$ cat src/core/mts_pkg.sv
// constants, types and delay lookup for the measurement trigger sequencer
// assumes one 125 MHz system clock; delays are timed in microsecond ticks
package mts_pkg;
   localparam int unsigned CLK_HZ = 125_000_000;
   localparam int unsigned US_PER_S = 1_000_000;
   localparam int unsigned US_CYC_DEF = CLK_HZ / US_PER_S;
   localparam int unsigned SETUP_US = 20_000;
   localparam longint unsigned MAX_DELAY_S = 3600;
   localparam logic [31:0] MAX_DELAY_US = 32'(MAX_DELAY_S * US_PER_S);
   localparam logic [15:0] MAX_COUNT = 16'd50000;
   localparam logic [15:0] COUNT_RST = 16'h0001;
   localparam logic [1:0] BAND_RST = 2'h1;
   localparam logic [45:0] BAND_SCALE = 46'd10000;
   // auto delays, microseconds
   localparam logic [31:0] D1MS0 = 32'd1000;
   localparam logic [31:0] D1MS5 = 32'd1500;
   localparam logic [31:0] D10MS = 32'd10000;
   localparam logic [31:0] D15MS = 32'd15000;
   localparam logic [31:0] D100MS = 32'd100000;
   localparam logic [31:0] D200MS = 32'd200000;
   localparam logic [31:0] D600MS = 32'd600000;
   localparam logic [31:0] D1S0 = 32'd1000000;
   localparam logic [31:0] D1S5 = 32'd1500000;
   localparam logic [31:0] D7S0 = 32'd7000000;
   // function codes
   localparam logic [2:0] FN_DCV = 3'h0;
   localparam logic [2:0] FN_DCI = 3'h1;
   localparam logic [2:0] FN_OHM2 = 3'h2;
   localparam logic [2:0] FN_OHM4 = 3'h3;
   localparam logic [2:0] FN_ACV = 3'h4;
   localparam logic [2:0] FN_ACI = 3'h5;
   localparam logic [2:0] FN_FREQ = 3'h6;
   localparam logic [2:0] FN_PER = 3'h7;
   // resistance range codes: 0 = 100 ohm ... 6 = 100 megohm
   localparam logic [2:0] RNG_1M = 3'h4;
   // ac filter codes
   localparam logic [1:0] FLT_SLOW = 2'h0;
   localparam logic [1:0] FLT_MED = 2'h1;
   // remote trigger sources
   localparam logic [1:0] SRC_BUS = 2'h0;
   localparam logic [1:0] SRC_IMM = 2'h1;
   localparam logic [1:0] SRC_EXT = 2'h2;

   typedef enum logic [2:0] {ST_IDLE, ST_SETUP, ST_WAIT, ST_DELAY, ST_MEAS} mts_st_t;

   typedef struct packed {
      mts_st_t st;
      logic [2:0] ext_sync;
      logic pending;
      logic [15:0] pre;
      logic [31:0] cnt;
      logic [15:0] trig_cnt;
      logic unlimited;
      logic [15:0] samp_cnt;
      logic [15:0] trig_left;
      logic [15:0] samp_left;
      logic auto_dly;
      logic [31:0] dly_us;
      logic [1:0] band;
      logic [31:0] ref_val;
      logic [1:0] stable;
      logic [31:0] held;
      logic held_valid;
      logic beep;
      logic done_n;
      logic start;
      logic waiting;
      logic busy;
   } mts_state_t;

   function automatic logic [31:0] auto_delay_us(input logic [2:0] fn, input logic [2:0] rng,
         input logic integration_line_cycles_ge1, input logic [1:0] flt, input logic fp_auto);
      logic [31:0] d;
      d = integration_line_cycles_ge1 ? D1MS5 : D1MS0;
      case (fn)
         FN_OHM2, FN_OHM4:
         begin
            if (rng > RNG_1M)
               d = D100MS;
            else if (rng == RNG_1M)
               d = integration_line_cycles_ge1 ? D15MS : D10MS;
         end
         FN_ACV, FN_ACI:
         begin
            if (fp_auto)
               d = (flt == FLT_SLOW) ? D1S5 : (flt == FLT_MED) ? D200MS : D100MS;
            else
               d = (flt == FLT_SLOW) ? D7S0 : (flt == FLT_MED) ? D1S0 : D600MS;
         end
         FN_FREQ, FN_PER: d = fp_auto ? 32'h0 : D1S0;
         default: d = integration_line_cycles_ge1 ? D1MS5 : D1MS0;
      endcase
      return d;
   endfunction
endpackage

$ cat src/core/mts_core.sv
// trigger sequencer core: trigger counting, delays, reading hold, done handshake
// all inputs synchronous to CLK_I except EXT_TRIG_N_I, which is synchronised here
// What this block does
// - default: one trigger, then back to idle
// - trigger count 1..50000 or unlimited
// - local mode ignores count; remote restores it
// - count forced to 1 on resets, configure
// - programmable delay 0..3600 s, auto default
// - delay returns to auto on resets, configure
// - fixed delay same for every function, range
// - delay inserted before every reading of burst
// - dc auto delay 1.5 or 1.0 ms
// - resistance auto delay depends on range
// - ac remote/single delays 7 s, 1 s, 600 ms
// - ac front-panel auto delays 1.5 s, 200, 100 ms
// - frequency/period delay 1 s or zero
// - hold updates after three readings in band
// - band choices 0.01, 0.10, 1.00, 10.00 percent
// - band returns to 0.10 percent on resets
// - stable reading latched, beep if enabled
// - hold suspended in remote, resumes in local
// - one low pulse per finished measurement
// - remote honours external input only if selected
// - each trigger starts burst of sample count
// - one external trigger during reading is stored
// - external triggers ignored during 20 ms set-up
// - device clear aborts to idle, keeps settings
`timescale 1ns/1ps
module mts_core #(
   parameter int unsigned US_CYC = mts_pkg::US_CYC_DEF,
   parameter int unsigned SETUP_US = mts_pkg::SETUP_US
) (
   input wire logic CLK_I, // system clock
   input wire logic SRST_I, // power-up reset, sync, high
   input wire logic IFC_RESET_I, // interface reset pulse
   input wire logic CONFIG_CMD_I, // configure or query_cmd_a executes
   input wire logic DEV_CLEAR_I, // device clear pulse
   input wire logic REMOTE_I, // 1 remote, 0 local
   input wire logic [1:0] TRIG_SRC_I, // remote source: bus, immediate, external
   input wire logic AUTO_TRIG_I, // local: auto trigger on
   input wire logic ARM_I, // enter wait-for-trigger (remote)
   input wire logic BUS_TRIG_I, // software trigger pulse
   input wire logic SINGLE_I, // front-panel single key pulse
   input wire logic EXT_TRIG_N_I, // external trigger pin, low true
   input wire logic SET_TRIG_COUNT_I, // load trigger count
   input wire logic [15:0] TRIG_COUNT_I, // trigger count value
   input wire logic UNLIMITED_TRIGGERS_I, // with load: unlimited
   input wire logic SET_SAMPLE_COUNT_I, // load sample count
   input wire logic [15:0] SAMPLE_COUNT_I, // sample count value
   input wire logic SET_DELAY_I, // load fixed delay
   input wire logic [31:0] DELAY_US_I, // fixed delay, microseconds
   input wire logic SET_AUTO_DELAY_I, // select automatic delay
   input wire logic [2:0] FUNC_I, // measurement function code
   input wire logic [2:0] RANGE_I, // resistance range code
   input wire logic INTEGRATION_LINE_CYCLES_GE1_I, // integration_line_cycles >= 1
   input wire logic [1:0] AC_FILTER_I, // ac filter code
   input wire logic MEAS_DONE_I, // analog reading finished pulse
   input wire logic [31:0] READING_I, // reading magnitude with done
   input wire logic HOLD_EN_I, // reading hold enabled
   input wire logic SET_BAND_I, // load hold band
   input wire logic [1:0] BAND_SEL_I, // 0.01,0.10,1.00,10.00 percent
   input wire logic BEEP_EN_I, // beeper enabled
   output logic MEAS_START_O, // start one reading, pulse
   output logic MEASUREMENT_DONE_OUT_N_O, // complete, low pulse
   output logic WAIT_TRIG_O, // in wait-for-trigger
   output logic BUSY_O, // delay or reading in progress
   output logic [31:0] HELD_VALUE_O, // held reading
   output logic HELD_VALID_O, // held reading present
   output logic BEEP_O // beep request pulse
);
   if (US_CYC < 1 || US_CYC > 65535 || SETUP_US < 1)
      $error("mts_core: US_CYC or SETUP_US out of range");

   mts_pkg::mts_state_t s_q;
   mts_pkg::mts_state_t s_d;
   logic ext_fall;
   logic ext_ok;
   logic fire;
   logic tick;
   logic in_band;
   logic [31:0] diff;
   logic [45:0] lhs;
   logic [45:0] rhs;
   logic [45:0] bp;
   logic [15:0] tc_new;
   logic [15:0] sc_new;

   assign ext_fall = s_q.ext_sync[2] & ~s_q.ext_sync[1];
   // external input is honoured in remote only with the external source
   assign ext_ok = REMOTE_I ? (TRIG_SRC_I == mts_pkg::SRC_EXT) : ~AUTO_TRIG_I;
   assign tick = (s_q.pre == 16'(US_CYC - 1));
   assign diff = (s_q.ref_val > READING_I) ? s_q.ref_val - READING_I : READING_I - s_q.ref_val;
   assign lhs = 46'(diff) * mts_pkg::BAND_SCALE;
   assign rhs = 46'(s_q.ref_val) * bp;
   assign in_band = (lhs <= rhs);
   assign tc_new = (TRIG_COUNT_I == 16'h0) ? 16'h1 :
      (TRIG_COUNT_I > mts_pkg::MAX_COUNT) ? mts_pkg::MAX_COUNT : TRIG_COUNT_I;
   assign sc_new = (SAMPLE_COUNT_I == 16'h0) ? 16'h1 :
      (SAMPLE_COUNT_I > mts_pkg::MAX_COUNT) ? mts_pkg::MAX_COUNT : SAMPLE_COUNT_I;

   always_comb
   begin
      case (s_q.band)
         2'h0: bp = 46'd1;
         2'h1: bp = 46'd10;
         2'h2: bp = 46'd100;
         default: bp = 46'd1000;
      endcase
      if (REMOTE_I)
      begin
         case (TRIG_SRC_I)
            mts_pkg::SRC_IMM: fire = 1'b1;
            mts_pkg::SRC_BUS: fire = BUS_TRIG_I;
            mts_pkg::SRC_EXT: fire = ext_fall | s_q.pending;
            default: fire = 1'b0;
         endcase
      end
      else
         fire = AUTO_TRIG_I | SINGLE_I | ext_fall | s_q.pending;
   end

   always_comb
   begin
      s_d = s_q;
      s_d.ext_sync = {s_q.ext_sync[1:0], EXT_TRIG_N_I};
      s_d.start = 1'b0;
      s_d.beep = 1'b0;
      s_d.done_n = 1'b1;
      s_d.pre = tick ? 16'h0 : s_q.pre + 16'h1;
      if (tick && s_q.cnt != 32'h0)
         s_d.cnt = s_q.cnt - 32'h1;
      // settings
      if (SET_TRIG_COUNT_I)
      begin
         s_d.trig_cnt = tc_new;
         s_d.unlimited = UNLIMITED_TRIGGERS_I;
      end
      if (SET_SAMPLE_COUNT_I)
         s_d.samp_cnt = sc_new;
      if (SET_DELAY_I)
      begin
         s_d.auto_dly = 1'b0;
         s_d.dly_us = (DELAY_US_I > mts_pkg::MAX_DELAY_US) ? mts_pkg::MAX_DELAY_US : DELAY_US_I;
      end
      if (SET_AUTO_DELAY_I)
         s_d.auto_dly = 1'b1;
      if (SET_BAND_I)
         s_d.band = BAND_SEL_I;
      // stored external trigger; a device clear or interface reset below beats a new edge
      if ((s_q.st == mts_pkg::ST_DELAY || s_q.st == mts_pkg::ST_MEAS) && ext_fall && ext_ok)
         s_d.pending = 1'b1;
      case (s_q.st)
         mts_pkg::ST_IDLE:
         begin
            if (!REMOTE_I)
               s_d.st = mts_pkg::ST_WAIT;
            else if (ARM_I)
            begin
               s_d.st = mts_pkg::ST_SETUP;
               s_d.cnt = 32'(SETUP_US);
               s_d.pre = 16'h0;
               s_d.trig_left = s_q.trig_cnt;
            end
         end
         mts_pkg::ST_SETUP:
         begin
            s_d.pending = 1'b0;
            if (s_q.cnt == 32'h0)
               s_d.st = mts_pkg::ST_WAIT;
         end
         mts_pkg::ST_WAIT:
         begin
            if (fire)
            begin
               s_d.pending = 1'b0;
               s_d.samp_left = s_q.samp_cnt;
               s_d.st = mts_pkg::ST_DELAY;
               s_d.pre = 16'h0;
               s_d.cnt = s_q.auto_dly ? mts_pkg::auto_delay_us(FUNC_I, RANGE_I, INTEGRATION_LINE_CYCLES_GE1_I,
                  AC_FILTER_I, ~REMOTE_I & AUTO_TRIG_I) : s_q.dly_us;
            end
         end
         mts_pkg::ST_DELAY:
         begin
            if (s_q.cnt == 32'h0)
            begin
               s_d.st = mts_pkg::ST_MEAS;
               s_d.start = 1'b1;
            end
         end
         mts_pkg::ST_MEAS:
         begin
            if (MEAS_DONE_I)
            begin
               s_d.done_n = 1'b0;
               if (HOLD_EN_I && !REMOTE_I)
               begin
                  if (in_band && s_q.stable == 2'h2)
                  begin
                     s_d.held = READING_I;
                     s_d.held_valid = 1'b1;
                     s_d.beep = BEEP_EN_I;
                     s_d.stable = 2'h0;
                  end
                  else if (in_band && s_q.stable != 2'h0)
                     s_d.stable = s_q.stable + 2'h1;
                  else
                  begin
                     s_d.ref_val = READING_I;
                     s_d.stable = 2'h1;
                  end
               end
               if (s_q.samp_left > 16'h1)
               begin
                  s_d.samp_left = s_q.samp_left - 16'h1;
                  s_d.st = mts_pkg::ST_DELAY;
                  s_d.pre = 16'h0;
                  s_d.cnt = s_q.auto_dly ? mts_pkg::auto_delay_us(FUNC_I, RANGE_I, INTEGRATION_LINE_CYCLES_GE1_I,
                     AC_FILTER_I, ~REMOTE_I & AUTO_TRIG_I) : s_q.dly_us;
               end
               else if (!REMOTE_I || s_q.unlimited)
                  s_d.st = mts_pkg::ST_WAIT;
               else if (s_q.trig_left <= 16'h1)
                  s_d.st = mts_pkg::ST_IDLE;
               else
               begin
                  s_d.trig_left = s_q.trig_left - 16'h1;
                  s_d.st = mts_pkg::ST_WAIT;
               end
            end
         end
         default: s_d.st = mts_pkg::ST_IDLE;
      endcase
      if (DEV_CLEAR_I)
      begin
         s_d.st = mts_pkg::ST_IDLE;
         s_d.pending = 1'b0;
         s_d.start = 1'b0;
      end
      if (CONFIG_CMD_I || IFC_RESET_I)
      begin
         s_d.trig_cnt = mts_pkg::COUNT_RST;
         s_d.unlimited = 1'b0;
         s_d.samp_cnt = mts_pkg::COUNT_RST;
         s_d.auto_dly = 1'b1;
      end
      if (IFC_RESET_I)
      begin
         s_d.band = mts_pkg::BAND_RST;
         s_d.st = mts_pkg::ST_IDLE;
         s_d.pending = 1'b0;
         s_d.start = 1'b0;
      end
      s_d.waiting = (s_d.st == mts_pkg::ST_WAIT);
      s_d.busy = (s_d.st == mts_pkg::ST_DELAY) || (s_d.st == mts_pkg::ST_MEAS);
   end

   always_ff @(posedge CLK_I)
   begin
      if (SRST_I)
      begin
         s_q <= '0;
         s_q.st <= mts_pkg::ST_IDLE;
         s_q.ext_sync <= 3'h7;
         s_q.trig_cnt <= mts_pkg::COUNT_RST;
         s_q.samp_cnt <= mts_pkg::COUNT_RST;
         s_q.auto_dly <= 1'b1;
         s_q.band <= mts_pkg::BAND_RST;
         s_q.done_n <= 1'b1;
      end
      else
         s_q <= s_d;
   end

   assign MEAS_START_O = s_q.start;
   assign MEASUREMENT_DONE_OUT_N_O = s_q.done_n;
   assign WAIT_TRIG_O = s_q.waiting;
   assign BUSY_O = s_q.busy;
   assign HELD_VALUE_O = s_q.held;
   assign HELD_VALID_O = s_q.held_valid;
   assign BEEP_O = s_q.beep;

   // helpers read only by the checks below
   logic in_meas;
   logic in_idle;
   logic in_setup;
   assign in_meas = (s_q.st == mts_pkg::ST_MEAS);
   assign in_idle = (s_q.st == mts_pkg::ST_IDLE);
   assign in_setup = (s_q.st == mts_pkg::ST_SETUP);
endmodule // mts_core

$ cat config.mk
export PLATFORM = sky130hd
export DESIGN_NAME = mts_core
export DESIGN_NICKNAME = d
export VERILOG_FILES = /design/src/core/mts_pkg.sv /design/src/core/mts_core.sv
export SDC_FILE = /design/constraint.sdc
export NUM_CORES = 2
export LEC_CHECK = 0
export ABC_AREA = 1
export ABC_CLOCK_PERIOD_IN_PS = 17900
export CORE_MARGIN = 3
export CORE_UTILIZATION = 30
export CTS_CLUSTER_SIZE = 14
export DETAILED_ROUTE_END_ITERATION = 10
export DONT_BUFFER_PORTS = 1
export PLACE_DENSITY = 0.53
export SLEW_MARGIN = 20
export SYNTH_ARGS = -nofsm -noshare
export SYNTH_HDL_FRONTEND = slang
export SYNTH_SLANG_ARGS = --single-unit
export TNS_END_PERCENT = 50
$ cat constraint.sdc
create_clock -name CLK_I -period 17.9 [get_ports CLK_I]
set_clock_uncertainty 0.15 [all_clocks]
set_input_delay 0.895 -clock CLK_I [delete_from_list [all_inputs] [get_ports CLK_I]]
set_output_delay 0.895 -clock CLK_I [all_outputs]
set_load 0.01 [all_outputs]
# Word-level counts from Yosys, hierarchy flattened
# Cells that the tools add are included.
[word_totals]
romBits = 0
output_inout_bits = 38
mem_bits_rw = 0
regBits = 227
latchBits = 0
in_bits = 129
memories = 0
[op_classes]
n_shift = 0
n_eq_ne = 29
n_mux = 58
n_addsub = 7
n_mul = 2
bitwise_logic = 15
order_cmp = 8
n_div = 0
reduce_logical = 37
[ops]
columns = ["op", "count"]
rows = [
  ["$mux W16", 12],
  ["$mux W48", 4],
  ["$mux W32", 5],
  ["$pmux W48 S3", 1],
  ["$pmux W32 S3", 1],
  ["$pmux W16 S2", 2],
  ["$sub A32 B32 Y32", 2],
  ["$mux W49", 1],
  ["$le A46 B46 Y1", 1],
  ["$mux W23", 2],
  ["$mul A32 B10 Y42", 1],
  ["$mul A32 B10 Y42 const B", 1],
  ["$gt A16 B16 Y1 const B", 2],
  ["$gt A32 B32 Y1", 1],
  ["$gt A32 B32 Y1 const B", 1],
  ["$logic_not A16 Y1", 2],
  ["$logic_not A32 Y1", 1],
  ["$reduce_bool A32 Y1", 1],
  ["$sub A16 B1 Y16 const B", 2],
  ["$sub A32 B1 Y32 const B", 1],
  ["$mux W3", 10],
  ["$pmux W10 S3", 1],
  ["$eq A3 B3 Y1 const B", 7],
  ["$mux W21", 1],
  ["other kinds (41)", 93],
]

# Logic depth before layout (Yosys ltp)
[logic_depth]
word_depth = 11
ltp_mapped = 56

# Least setup slack after synthesis
# OpenSTA, ideal clock, no wires.
[synth_path]
path_kind = "input to register"
startpoint = "input READING_I[21]"
endpoint = "register s_q (netlist bit HELD_VALUE_O[24])"
path_stages = 45
setup_ps = 113
arrival_ps = 8545
n_path_buf = 4
setup_slack_ps = 9092
cell_sequence = "inv_1 -> ha_1 -> clkbuf_1 -> nand2_1 -> nor2_2 -> inv_2 -> nor2_1 -> inv_2 -> nor2_1 -> nand2_1 -> o211ai_2 -> nand2_2 -> buf_2 -> mux2i_1 -> xnor2_1 -> fa_1 -> ha_1 -> fa_1 -> [... 9 more ...] -> a21oi_1 -> inv_1 -> a21oi_1 -> inv_1 -> a21oi_1 -> xnor2_1 -> ha_1 -> nand4_1 -> nor4_1 -> nand4_1 -> a21oi_2 -> nand4_4 -> inv_2 -> nand2_2 -> buf_4 -> buf_2 -> nor2_1 -> nor2_1"
[synth_between]
elab_chain_cells = 6
elab_cells_between_ends = 8
[synth_lines]
columns = ["item", "line", "text"]
rows = [
  ["start, declared", "mts_core.sv:58", "input wire logic [31:0] READING_I,"],
  ["$sub A32 B32 Y32 or $gt A32 B32 Y1 (tied branches)", "mts_core.sv:92", "assign diff = (s_q.ref_val > READING_I) ? s_q.ref_val - READING_I : READING_I - s_q.ref_val;"],
  ["$mux W32 (*)", "mts_core.sv:92", ""],
  ["$mul A32 B10 Y42 (*)", "mts_core.sv:93", "assign lhs = 46'(diff) * mts_pkg::BAND_SCALE;"],
  ["$le A46 B46 Y1 (*)", "mts_core.sv:95", "assign in_band = (lhs <= rhs);"],
  ["$logic_and A1 B1 Y1 (*)", "mts_core.sv:198", "if (in_band && s_q.stable == 2'h2)"],
  ["$reduce_and A4 Y1 (no line) (*)", "-", ""],
  ["end, declared", "mts_core.sv:74", "mts_pkg::mts_state_t s_q;"],
]
# Every way passes the cells marked *; elsewhere a longest branch is shown, timed or not.
# A chain may end at the register's enable or synchronous reset.

# Final worst setup path
[layout_path]
startpoint = "register s_q[40] in the netlist's numbering"
endpoint = "register s_q[41] in the netlist's numbering"
[layout_between]
elab_chain_cells = 7
elab_cells_between_ends = 12
[layout_lines]
columns = ["item", "line"]
rows = [
  ["$sub A32 B32 Y32 or $gt A32 B32 Y1 (tied branches)", "mts_core.sv:92"],
  ["$mux W32", "mts_core.sv:92"],
  ["$mul A32 B10 Y42", "mts_core.sv:93"],
  ["$le A46 B46 Y1 (*)", "mts_core.sv:95"],
  ["$logic_and A1 B1 Y1 (on tied branches)", "mts_core.sv:205, mts_core.sv:198"],
  ["$not A1 Y1 (no line)", "-"],
  ["$reduce_and A5 Y1 (no line) (*)", "-"],
]
# Marked as above.

==> impl_metrics.json <==
{
  "status": "finished clean",
  "p_leak_nw": 16.4,
  "worstHoldPathType": "in2reg",
  "antenna_found_initial": 3,
  "antennaDiodeCount": 0,
  "cts-root-buf": "clkbuf_16",
  "cts_hold_buffers": 0,
  "grt_pass1_vias": 27900,
  "ys.flop_type": "dfxtp_1",
  "multi_input_area_sq_um": 22400,
  "syn_area_sq_um": 30700,
  "viasPerCell": 4.89,
  "max_freq_mhz": 87.9,
  "cp.arrival_ns": 11.74,
  "critPathLaunchType": "flop",
  "path_class": "reg2reg",
  "avgRoutedWirePerCell_microns": 18.8,
  "drive_above_1_share": 0.0262,
  "die_h_microns": 326,
  "slowest_delay_ns": 0.62,
  "drtPass1Iterations": 6,
  "async_flop_share": 0,
  "power_density_nw_per_um2": 147,
  "worst_pin_slew_ns": 0.971,
  "cts-buffers-inserted": 28,
  "die_area_sq_um": 106000,
  "clock_latency_ns": 0.62,
  "place_congestion": 0.950,
  "fin_crit_ns": 11.38,
  "synth-seq-cells": 227,
  "grt_usage": 0.197,
  "layout.nets": 5044,
  "setup_viol": 0,
  "cts.path.max_buffers": 3,
  "portBuffers": 0,
  "crit_fanout": 33,
  "finalHoldViolations": 0,
  "netlist_instances": 4381,
  "grt_start_max_net_pins": 66,
  "drc": 0,
  "regToRegSetupSlack_ns": 6.52,
  "slew-limit-headroom": 0.347,
  "hpwl_microns": 90300,
  "ir_drop_mv": 0.152,
  "slew_viol_final": 0,
  "cts_tree": "yes",
  "tns_ns": 0,
  "nFillCells": 11100,
  "rsz0062_at_grt": "no",
  "cts_sinks": 227,
  "h-tree-depth": 1,
  "synth_seq_area_share": 0.148,
  "synth_cell_types": 60,
  "crit_slowest_cell": "nand3_2",
  "yosys_warnings": 0,
  "totalWireLength_microns": 107000,
  "synth_edf_count": 0,
  "synth_area_per_cell_sq_um": 7.01,
  "synth_fp_nets": 5140,
  "syn_to_final_growth_pct": 6.96,
  "end_kind": "flop",
  "coreArea_sq_um": 101000,
  "io_pins": 167,
  "gr-total-overflow": 0,
  "regArea_sq_um": 4540,
  "clk_pin_slew_worst_paths_ns": 0.07,
  "ant_nets": 0,
  "vias": 27700,
  "cts_setup_buffers": 0,
  "drt_iter0_drc": 1688,
  "p_total_mw": 4.83,
  "maxCapViolations": 0,
  "start_util": 0.305,
  "cts_resized": 0,
  "fin_crit_sh": 0.636,
  "rows": 116,
  "crit_required_ns": 18.26,
  "grt_pass1_wl_microns": 165000,
  "die_w_microns": 326
}
-- cell families (layout without fill, tap and decap cells) --
logic type / Yosys count / count (layout) / synth area share
simple gates: 1676 / 1676 / 0.224
buf+inv: 952 / 877 / 0.122
compound gates: 740 / 740 / 0.135
fa+ha+maj: 630 / 630 / 0.327
flops: 227 / 227 / 0.148
xor+xnor: 155 / 155 / 0.0442
mux: 1 / 1 / 0.000326
-- registers in the layout, indices dropped and copies added, names as in the netlist --
name,flops
s_d,2
BEEP_O,1
MEAS_START_O,1
HELD_VALID_O,1
MEASUREMENT_DONE_OUT_N_O,1
WAIT_TRIG_O,1
s_q,187
BUSY_O,1
HELD_VALUE_O,32
-- synth_stat cells, types with 10 or more instances --
cell type  number  area, sq um
nand3_1       130          651
xor2_1         96          841
nor2_1        511         1920
buf_2          20          100
ha_1          342         4280
fa_1          288         5770
xnor2_1        59          517
a211oi_1       16          120
clkbuf_1       80          300
nand2_1       854         3210
or2_2          13         81.3
nor4_1         29          181
o211ai_1       20          150
buf_1          13         48.8
nand4_1        60          375
a21o_1         22          165
a21oi_1       347         1740
buf_4          33          248
inv_1         790         2970
nor3_1         54          270
a31oi_1        36          225
dfxtp_1       227         4540
o21bai_1       10         75.1
o21ai_0       216         1080
-- path summary, 6_finish.rpt --
path,start,to,depth (start not counted)
worst min register to register,s_d[222],s_d[223],1
worst max-delay path,s_q[40],s_q[41],48
worst max register to register,s_q[40],s_q[41],48
worst min-delay path,SRST_I,s_q[120],1
-- placed cells by master, fill, tap and decap left out, types with 36 or more instances in the layout --
master	n
nand2_1	854
inv_1	790
nor2_1	510
a21oi_1	347
ha_1	342
fa_1	288
dfxtp_1	227
o21ai_0	216
nand3_1	130
xor2_1	96
nand4_1	60
xnor2_1	59
nor3_1	54
a31oi_1	36
-- metrics by stage --
stage,hold slack [ns],util,std cells,instance area (sq um),setup WS (ns)
after floorplan,0.239,-,4381,30700,9.09
after global placement,0.245,0.316,5611,31800,6.59
after detailed placement,0.246,0.316,5611,31800,6.45
after CTS,0.178,0.326,5662,32800,6.66
after global routing,0.184,0.326,5663,32800,5.82
final,0.217,0.326,5663,32800,6.52
-- critical path: cells and delay by family, from the launching register on --
kind	cells	cell delay, ns
compound gates	8	1.81
flops	1	0.38
buf+inv	11	1.66
fa+ha+maj	9	3.49
xor+xnor	2	0.64
simple gates	18	3.05
-- area by class of cell --
| cell class | count | share of cell area |
|---|---|---|
| Clock buffer | 34 | 0.0226 |
| Clock inverter | 17 | 0.00720 |
| Inverter | 804 | 0.0919 |
| Multi-Input combinational cell | 3202 | 0.683 |
| Sequential cell | 227 | 0.138 |
| Tap cell | 1357 | 0.0517 |
| Timing Repair Buffer | 22 | 0.00514 |
-- per-layer routing --
layer,part of all wire,up-vias,global-route usage
met1,0.47,13200,0.275
met3,0.069,103,0.0403
met2,0.44,698,0.316
met5,0.00011,-,0
li1,-,13700,-
met4,0.020,2,0.0357
-- power by group --
group          internal (mW)  total (mW)  switching, mW
Combinational           1.39        3.68           2.30
Sequential             0.517       0.526        0.00877
Clock                  0.357       0.624          0.267
No activity file was read; power rests on OpenSTA's default activity.
